<file path="src/include/sram_ctl_pkg.sv">
// Constants and types for the static memory controller
package sram_ctl_pkg;
    localparam int ADDR_W = 19;
    localparam int DATA_W = 8;
    localparam int CLK_PERIOD_NS = 100;
    // Slower grade figures bound both grades
    localparam int T_READ_CYCLE_NS = 12;
    localparam int T_ACCESS_NS = 12;
    localparam int T_RELEASE_NS = 6;
    // Least times round up, at least one cycle
    localparam int RD_CYC = (T_READ_CYCLE_NS + CLK_PERIOD_NS - 1) / CLK_PERIOD_NS;
    localparam int ACC_CYC = (T_ACCESS_NS + CLK_PERIOD_NS - 1) / CLK_PERIOD_NS + 1;
    localparam int REL_CYC = (T_RELEASE_NS + CLK_PERIOD_NS - 1) / CLK_PERIOD_NS;
    localparam logic [2:0] ACC_CNT = 3'(ACC_CYC);
    localparam logic [2:0] REL_CNT = 3'(REL_CYC);
    localparam logic [ADDR_W-1:0] ADDR_RST = 19'h00000;
    localparam logic [DATA_W-1:0] DATA_RST = 8'h00;
    typedef enum logic [2:0] {ST_IDLE, ST_RD_SETUP, ST_RD_WAIT, ST_WR_SETUP, ST_WR_STROBE,
        ST_WR_END, ST_RELEASE} ctl_state_t;
endpackage

</file>
<file path="src/include/sram_pin_if.sv">
// Pin bundle between the sequencer and the pin stage
`timescale 1ns/1ps
`default_nettype none
interface sram_pin_if;
    import sram_ctl_pkg::*;
    logic [ADDR_W-1:0] addr;
    logic sel_n;
    logic oe_n;
    logic we_n;
    logic [DATA_W-1:0] wdata;
    logic drive;
    logic [DATA_W-1:0] rdata;
    modport seq (output addr, sel_n, oe_n, we_n, wdata, drive, input rdata);
    modport pins (input addr, sel_n, oe_n, we_n, wdata, drive, output rdata);
endinterface
`default_nettype wire

</file>
<file path="src/rtl/sram_pin_stage.sv">
// Pin stage: synchronises returning data
`timescale 1ns/1ps
`default_nettype none
module sram_pin_stage
    import sram_ctl_pkg::*;
(
    // Clock and reset
    input wire logic clk,
    input wire logic rst,
    // Sequencer side
    sram_pin_if.pins p,
    // Raw data pins
    input wire logic [DATA_W-1:0] pin_in
);
    typedef struct packed {
        logic [DATA_W-1:0] meta;
        logic [DATA_W-1:0] sync;
    } sync_t;
    sync_t s_q, s_d;
    always_comb begin
        s_d = s_q;
        s_d.meta = pin_in;
        s_d.sync = s_q.meta;
    end
    always_ff @(posedge clk or posedge rst) begin
        if (rst) begin
            s_q <= '0;
        end else begin
            s_q <= s_d;
        end
    end
    assign p.rdata = s_q.sync;
endmodule
`default_nettype wire

</file>
<file path="src/rtl/sram_ctl.sv">
// Host controller for an asynchronous 512K x 8 static memory
`timescale 1ns/1ps
`default_nettype none
module sram_ctl
    import sram_ctl_pkg::*;
(
    // Clock and reset
    input wire logic MCLK,
    input wire logic RST,
    // User request
    input wire logic REQ,
    input wire logic WRITE,
    input wire logic [ADDR_W-1:0] ADDR,
    input wire logic [DATA_W-1:0] WDATA,
    output logic READY,
    output logic RVALID,
    output logic [DATA_W-1:0] RDATA,
    // Memory pins
    output logic [ADDR_W-1:0] MEM_ADDR,
    output logic MEM_SEL_N,
    output logic MEM_OE_N,
    output logic MEM_WE_N,
    input wire logic [DATA_W-1:0] MEM_DATA_I,
    output logic [DATA_W-1:0] MEM_DATA_O,
    output logic MEM_DATA_OE
);
    typedef struct packed {
        ctl_state_t st;
        logic [2:0] cnt;
        logic [ADDR_W-1:0] addr;
        logic sel_n;
        logic oe_n;
        logic we_n;
        logic drive;
        logic [DATA_W-1:0] wdata;
        logic [DATA_W-1:0] rdata;
        logic rvalid;
    } ctl_t;
    ctl_t r_q, r_d;
    sram_pin_if pif();
    sram_pin_stage u_pins (
        .clk(MCLK),
        .rst(RST),
        .p(pif.pins),
        .pin_in(MEM_DATA_I)
    );
    assign pif.addr = r_q.addr;
    assign pif.sel_n = r_q.sel_n;
    assign pif.oe_n = r_q.oe_n;
    assign pif.we_n = r_q.we_n;
    assign pif.wdata = r_q.wdata;
    assign pif.drive = r_q.drive;

    always_comb begin
        r_d = r_q;
        r_d.rvalid = 1'b0;
        case (r_q.st)
            ST_IDLE: begin
                // Deselected, port released; no refresh ever needed
                r_d.sel_n = 1'b1;
                r_d.oe_n = 1'b1;
                r_d.we_n = 1'b1;
                r_d.drive = 1'b0;
                if (REQ) begin
                    // Address set up before select falls
                    r_d.addr = ADDR;
                    r_d.wdata = WDATA;
                    r_d.st = WRITE ? ST_WR_SETUP : ST_RD_SETUP;
                end
            end
            ST_RD_SETUP: begin
                // Address fixed while selected, so data follows it alone
                // Write strobe high, port not driven before output enable
                r_d.sel_n = 1'b0;
                r_d.oe_n = 1'b0;
                r_d.we_n = 1'b1;
                r_d.drive = 1'b0;
                r_d.cnt = ACC_CNT;
                r_d.st = ST_RD_WAIT;
            end
            ST_RD_WAIT: begin
                // Wait out access plus two-stage sampling
                if (r_q.cnt == 3'h0) begin
                    r_d.rdata = pif.rdata;
                    r_d.rvalid = 1'b1;
                    r_d.sel_n = 1'b1;
                    r_d.oe_n = 1'b1;
                    r_d.cnt = REL_CNT;
                    r_d.st = ST_RELEASE;
                end else begin
                    r_d.cnt = r_q.cnt - 3'h1;
                end
            end
            ST_WR_SETUP: begin
                // Output enable high and data driven before strobe
                r_d.sel_n = 1'b0;
                r_d.oe_n = 1'b1;
                r_d.drive = 1'b1;
                r_d.st = ST_WR_STROBE;
            end
            ST_WR_STROBE: begin
                // Write window is select and strobe both low
                r_d.we_n = 1'b0;
                r_d.st = ST_WR_END;
            end
            ST_WR_END: begin
                // Strobe rises first; data held through that edge
                r_d.we_n = 1'b1;
                r_d.cnt = REL_CNT;
                r_d.st = ST_RELEASE;
            end
            ST_RELEASE: begin
                // Float time before the next cycle
                r_d.sel_n = 1'b1;
                r_d.drive = 1'b0;
                if (r_q.cnt == 3'h0) begin
                    r_d.st = ST_IDLE;
                end else begin
                    r_d.cnt = r_q.cnt - 3'h1;
                end
            end
            default: begin
                r_d.st = ST_IDLE;
            end
        endcase
    end

    always_ff @(posedge MCLK or posedge RST) begin
        if (RST) begin
            r_q.st <= ST_IDLE;
            r_q.cnt <= 3'h0;
            r_q.addr <= ADDR_RST;
            r_q.sel_n <= 1'b1;
            r_q.oe_n <= 1'b1;
            r_q.we_n <= 1'b1;
            r_q.drive <= 1'b0;
            r_q.wdata <= DATA_RST;
            r_q.rdata <= DATA_RST;
            r_q.rvalid <= 1'b0;
        end else begin
            r_q <= r_d;
        end
    end

    assign READY = (r_q.st == ST_IDLE);
    assign RVALID = r_q.rvalid;
    assign RDATA = r_q.rdata;
    assign MEM_ADDR = pif.addr;
    assign MEM_SEL_N = pif.sel_n;
    assign MEM_OE_N = pif.oe_n;
    assign MEM_WE_N = pif.we_n;
    assign MEM_DATA_O = pif.wdata;
    assign MEM_DATA_OE = pif.drive;

    AST_NO_CONTENTION: assert property (@(posedge MCLK) disable iff (RST)
        !(MEM_DATA_OE && !MEM_OE_N && !MEM_SEL_N))
        else $error("controller drives port while memory output enabled");
    AST_WE_HIGH_IN_READ: assert property (@(posedge MCLK) disable iff (RST)
        !MEM_OE_N |-> MEM_WE_N)
        else $error("write strobe low during read");
    AST_ADDR_STABLE: assert property (@(posedge MCLK) disable iff (RST)
        (!MEM_SEL_N && !$past(MEM_SEL_N)) |-> $stable(MEM_ADDR))
        else $error("address changed while selected");
    AST_READ_LEN: assert property (@(posedge MCLK) disable iff (RST)
        $fell(MEM_OE_N) |-> !MEM_OE_N [*3])
        else $error("read cycle too short");
    AST_READ_DONE: assert property (@(posedge MCLK) disable iff (RST)
        $fell(MEM_SEL_N) && MEM_WE_N && !MEM_DATA_OE |-> ##3 RVALID)
        else $error("read result not on time");
    AST_WR_DATA_HELD: assert property (@(posedge MCLK) disable iff (RST)
        $rose(MEM_WE_N) |-> MEM_DATA_OE && !MEM_SEL_N)
        else $error("write ended without data or select");
    AST_WR_OE_HIGH: assert property (@(posedge MCLK) disable iff (RST)
        !MEM_WE_N |-> MEM_OE_N && MEM_DATA_OE && !MEM_SEL_N)
        else $error("bad write pin state");
    AST_RELEASE_GAP: assert property (@(posedge MCLK) disable iff (RST)
        $rose(MEM_SEL_N) |-> MEM_SEL_N [*2])
        else $error("deselect gap too short");

    // Idle and deselect pin states
    AST_IDLE_DESELECT: assert property (@(posedge MCLK) disable iff (RST)
        READY |-> MEM_SEL_N && MEM_WE_N && !MEM_DATA_OE)
        else $error("pins active while idle");
    AST_DESELECT_QUIET: assert property (@(posedge MCLK) disable iff (RST)
        MEM_SEL_N |-> MEM_WE_N && MEM_OE_N)
        else $error("strobe or output enable low while deselected");
    AST_OE_SELECTED: assert property (@(posedge MCLK) disable iff (RST)
        !MEM_OE_N |-> !MEM_SEL_N)
        else $error("output enable low without select");
    AST_DRIVE_OE_HIGH: assert property (@(posedge MCLK) disable iff (RST)
        MEM_DATA_OE |-> MEM_OE_N)
        else $error("port driven with memory output enabled");
    AST_DRIVE_OFF_FIRST: assert property (@(posedge MCLK) disable iff (RST)
        $fell(MEM_OE_N) |-> !$past(MEM_DATA_OE))
        else $error("port still driven when output enable fell");
    AST_DRIVE_SELECTED: assert property (@(posedge MCLK) disable iff (RST)
        $rose(MEM_DATA_OE) |-> !MEM_SEL_N)
        else $error("port driven without select");
    AST_DESELECT_RELEASE: assert property (@(posedge MCLK) disable iff (RST)
        $rose(MEM_SEL_N) |-> !MEM_DATA_OE)
        else $error("port still driven after deselect");

    // Read result
    AST_RVALID_PULSE: assert property (@(posedge MCLK) disable iff (RST)
        RVALID |=> !RVALID)
        else $error("read valid longer than one cycle");
    AST_RVALID_AFTER_OE: assert property (@(posedge MCLK) disable iff (RST)
        RVALID |-> !$past(MEM_OE_N))
        else $error("read result without output enable");
    AST_RVALID_CLOSED: assert property (@(posedge MCLK) disable iff (RST)
        RVALID |-> MEM_SEL_N && MEM_OE_N)
        else $error("memory still enabled at read result");
    AST_RVALID_GAP: assert property (@(posedge MCLK) disable iff (RST)
        RVALID |=> !READY)
        else $error("ready before release time");
    AST_CNT_BOUND: assert property (@(posedge MCLK) disable iff (RST)
        r_q.cnt <= ACC_CNT)
        else $error("wait counter out of range");

    // Write window
    AST_WE_PULSE: assert property (@(posedge MCLK) disable iff (RST)
        $fell(MEM_WE_N) |=> MEM_WE_N)
        else $error("write strobe not one cycle");
    AST_WE_AFTER_SEL: assert property (@(posedge MCLK) disable iff (RST)
        $fell(MEM_WE_N) |-> !$past(MEM_SEL_N))
        else $error("strobe fell before select");
    AST_WR_ADDR_SET: assert property (@(posedge MCLK) disable iff (RST)
        $fell(MEM_WE_N) |-> $stable(MEM_ADDR) && $stable(MEM_DATA_O))
        else $error("address or data moved at strobe");
    AST_WDATA_STABLE: assert property (@(posedge MCLK) disable iff (RST)
        (!MEM_SEL_N && !$past(MEM_SEL_N)) |-> $stable(MEM_DATA_O))
        else $error("write data changed while selected");
    AST_WR_DONE: assert property (@(posedge MCLK) disable iff (RST)
        $fell(MEM_WE_N) |-> ##2 (MEM_SEL_N && !MEM_DATA_OE))
        else $error("write not closed on time");
endmodule
`default_nettype wire

</file>
<file path="config.mk">
export PLATFORM = sky130hd
export DESIGN_NAME = sram_ctl
export DESIGN_NICKNAME = d
export VERILOG_FILES = /design/src/include/sram_ctl_pkg.sv /design/src/include/sram_pin_if.sv /design/src/rtl/sram_pin_stage.sv /design/src/rtl/sram_ctl.sv
export SDC_FILE = /design/constraint.sdc
export NUM_CORES = 1
export LEC_CHECK = 0
export BUFFER_PORTS_ARGS = -buffer_cell sky130_fd_sc_hd__buf_2
export CAP_MARGIN = 5
export CORE_ASPECT_RATIO = 0.9
export CORE_MARGIN = 4
export CORE_UTILIZATION = 35
export CTS_BUF_LIST = sky130_fd_sc_hd__clkbuf_2 sky130_fd_sc_hd__clkbuf_4 sky130_fd_sc_hd__clkbuf_8
export DETAILED_ROUTE_END_ITERATION = 10
export PLACE_DENSITY = 0.6
export RECOVER_POWER = 100
export REMOVE_ABC_BUFFERS = 1
export SLEW_MARGIN = 0
export SYNTH_ARGS = -nofsm -noshare
export SYNTH_HDL_FRONTEND = slang
export SYNTH_SLANG_ARGS = --single-unit
</file>
<file path="constraint.sdc">
create_clock -name MCLK -period 1.85 [get_ports MCLK]
set_input_delay 0.0925 -clock MCLK [delete_from_list [all_inputs] [get_ports MCLK]]
set_output_delay 0.0925 -clock MCLK [all_outputs]
set_load 0.02 [all_outputs]
</file>
==> metrics.txt <==
max_slew headroom=48.0%; Power Density=1730 nW/um^2; grt total ovfl=0; sinks on the clock net=62; max-cap violation count=0; CP top delay family=simple AND/OR/NAND/NOR gates; largest net degree at the start of global routing=34; CTS tree=built; Root Driver=clkbuf_8; layout cells sized above 1=26.7%; clk buf depth=2; Synth area leader=dfrtp_1; Die Span Y=91.3 um; final worst-path cycle share=90.7%; vias per inst=4.38; Critical Path Fanout Max=9; worst vdd ir=0.819 mV; slowest stage delay, CP=410 ps; DR vias=1681; clk_lat worst skew=340 ps; crit-path cells=inv_1 -> ha_1 -> nor2b_4 -> and3_1 -> buf_12 -> mux2_1; Port Buffers=79; Cell Count, Final, Fillers Out=384; clk slew on worst S/H paths=70 ps; Avg Cell Area, Syn=14.1 um^2; Final Max Slew Viols=0; run status=finished, final reports clean; GRT Util Overall=12.3%; WS Path Type=register to register; total negative slack=0 ps; Routed Antenna Nets=0; Design Power=5.94 mW; Area Overhead vs Synth=27.2%; Buf/Inv on CP=2; Post-Synthesis Cells=191; final hold viol count=0; Worst Skew=10.3 ps; first-pass GRT wire length=8730 um; drt wl/cell=13.2 um; Placed Instances=332; final wirelength=5080 um; Achievable Freq=0.596 GHz; TritonRoute pass-1 iters=3; slew at the pin closest to its max-slew limit=781 ps; Cell Rows=30; Max H-tree Level=3; die area=9190 um^2; drt first-iter violations=96; top post-synthesis cells by area=dfrtp_1, mux2_4, buf_4, mux2_1, dfstp_2; Finish-stage setup viols=0; top-area cell type share of the netlist area=54.7%; setup repair after global routing missed its margin=false; DP Worst Slack=61.1 ps; vias in the first global route=1831; Slowest cell on crit path=dfrtp_1; initial antenna violation count=0; sequential fraction of the synthesis area=57.6%; Worst Hold Class=input port to register; Worst EP required=2060 ps; final worst slack=172 ps; hold slack=20.9 ps; DIE WIDTH=101 um; GP Congestion=0.741; Synth Register Bits=62; Initial Utilization=35.8%; number of CTS-inserted buffers=9; CP arrival=1890 ps; Unique masters post-synth=37; DRC viols=0; Setup crit end kind=register; Post-Syn Area=2700 um^2; CP Launch Type=register; # diodes=0; core box area=7540 um^2; Tmin final=1680 ps; # nets final=325; io pins=80; hpwl dp=3380 um; Leak=1.55 nW; Yosys warnings=0
## cells in the final DEF (no fill, tap or decap), types with 2 or more instances in the layout
cell,count
clkbuf_2,2
buf_2,38
clkbuf_8,9
clkbuf_1,43
dfstp_2,3
nor2_1,5
mux2_2,7
o211ai_1,3
bufinv_16,3
a21oi_1,6
buf_4,3
o21ai_0,2
o22a_1,2
mux2_4,3
nand2_1,3
dlygate4sd3_1,36
a211oi_1,2
dfrtp_1,59
ha_1,3
inv_1,7
inv_6,2
mux2_1,25
## worst register-to-register path, delay by kind of cell, from the launching register on
kind / cells / cell delay, ps
fa+ha+maj: 1 / 190
flops: 1 / 410
mux: 1 / 330
simple gates: 2 / 410
buf+inv: 2 / 230
## synthesized netlist by cell type
master     number
a211oi_1        2
a21oi_1         6
a22oi_1         1
a2bb2oi_1       1
a31oi_1         1
and2_4          1
and3_1          1
buf_12          2
buf_2           2
buf_4          36
buf_6           1
buf_8           1
clkbuf_1        1
dfrtp_1        59
dfstp_2         3
ha_1            3
inv_1           7
mux2_1          8
mux2_2          7
mux2_4         20
mux2i_1         1
nand2_1         3
nand2b_1        1
nand3_1         1
nor2_1          5
nor2b_1         2
nor2b_2         1
nor3_2          1
nor4bb_1        1
o211ai_1        3
o21a_1          1
o21ai_0         2
o22a_1          2
o311ai_1        1
o31ai_1         1
or3_1           1
or4_1           1
## cell type report
cell class / count / area, um^2
Clock inverter: 7 / 128
Timing Repair Buffer: 124 / 776
Sequential cell: 62 / 1560
Tap cell: 96 / 120
Clock buffer: 9 / 124
Inverter: 7 / 26.3
Fill cell: 700 / 4110
Multi-Input combinational cell: 79 / 708
## per-stage QoR
step	cell area, um^2	utilization [%]
4_1_cts	3580	47.5
6_report	3440	45.6
2_1_floorplan	2350	-
3_5_place_dp	2970	39.4
3_3_place_gp	2970	39.4
5_1_grt	3440	45.6
## report_power, final
group	leakage, nW	total, mW	internal (mW)	switching (mW)
combinational	0.687	2.26	0.911	1.35
sequential	0.736	2.20	1.90	0.298
clock	0.126	1.48	0.916	0.567
## metal layers
layer	wire length, um	GRT usage (%)	vias up
met1	2270	15.6	807
met3	445	5.38	8
met5	0	0	-
met4	66	5.39	0
li1	-	-	800
met2	2290	18.0	66
## final timing paths
| check | cells after the start | startpoint | slack [ps] | end |
|---|---|---|---|---|
| max | 6 | r_q[40] | 170 | RDATA[7] |
| min | 2 | REQ | 20 | r_q[43] |
| max reg2reg | 6 | r_q[40] | 170 | RDATA[7] |
| min reg2reg | 0 | u_pins.s_d[0] | 350 | u_pins.p.rdata[0] |
| max in group asynchronous | 4 | RST | 350 | RDATA[5] |
| min in group asynchronous | 3 | RST | 360 | MEM_DATA_O[2] |
## cell families (layout without fill, tap and decap cells)
| kind of cell | Yosys count | after routing | share of synthesized area [%] |
|---|---|---|---|
| compound gates | 21 | 21 | 5.23 |
| fa+ha+maj | 3 | 3 | 1.39 |
| buf+inv | 50 | 147 | 13.9 |
| flops | 62 | 62 | 57.6 |
| mux | 36 | 36 | 17.7 |
| simple gates | 19 | 19 | 4.12 |
## sequential cells by signal, indices dropped and copies added, names as in the netlist, 6 cells and up
name            count
r_q                 6
RDATA               8
u_pins.p.rdata      8
u_pins.s_d          8
MEM_ADDR           19
MEM_DATA_O          8
## repair_timing
action / CTS / global route
resized for setup: 0 / 2
hold buffers: 36 / 0
setup endpoints to repair: 0 / 8
endpoints found under the hold margin: 47 / 0
setup buffers: 0 / 0
Note: power is estimated with default switching activity, not from simulation.
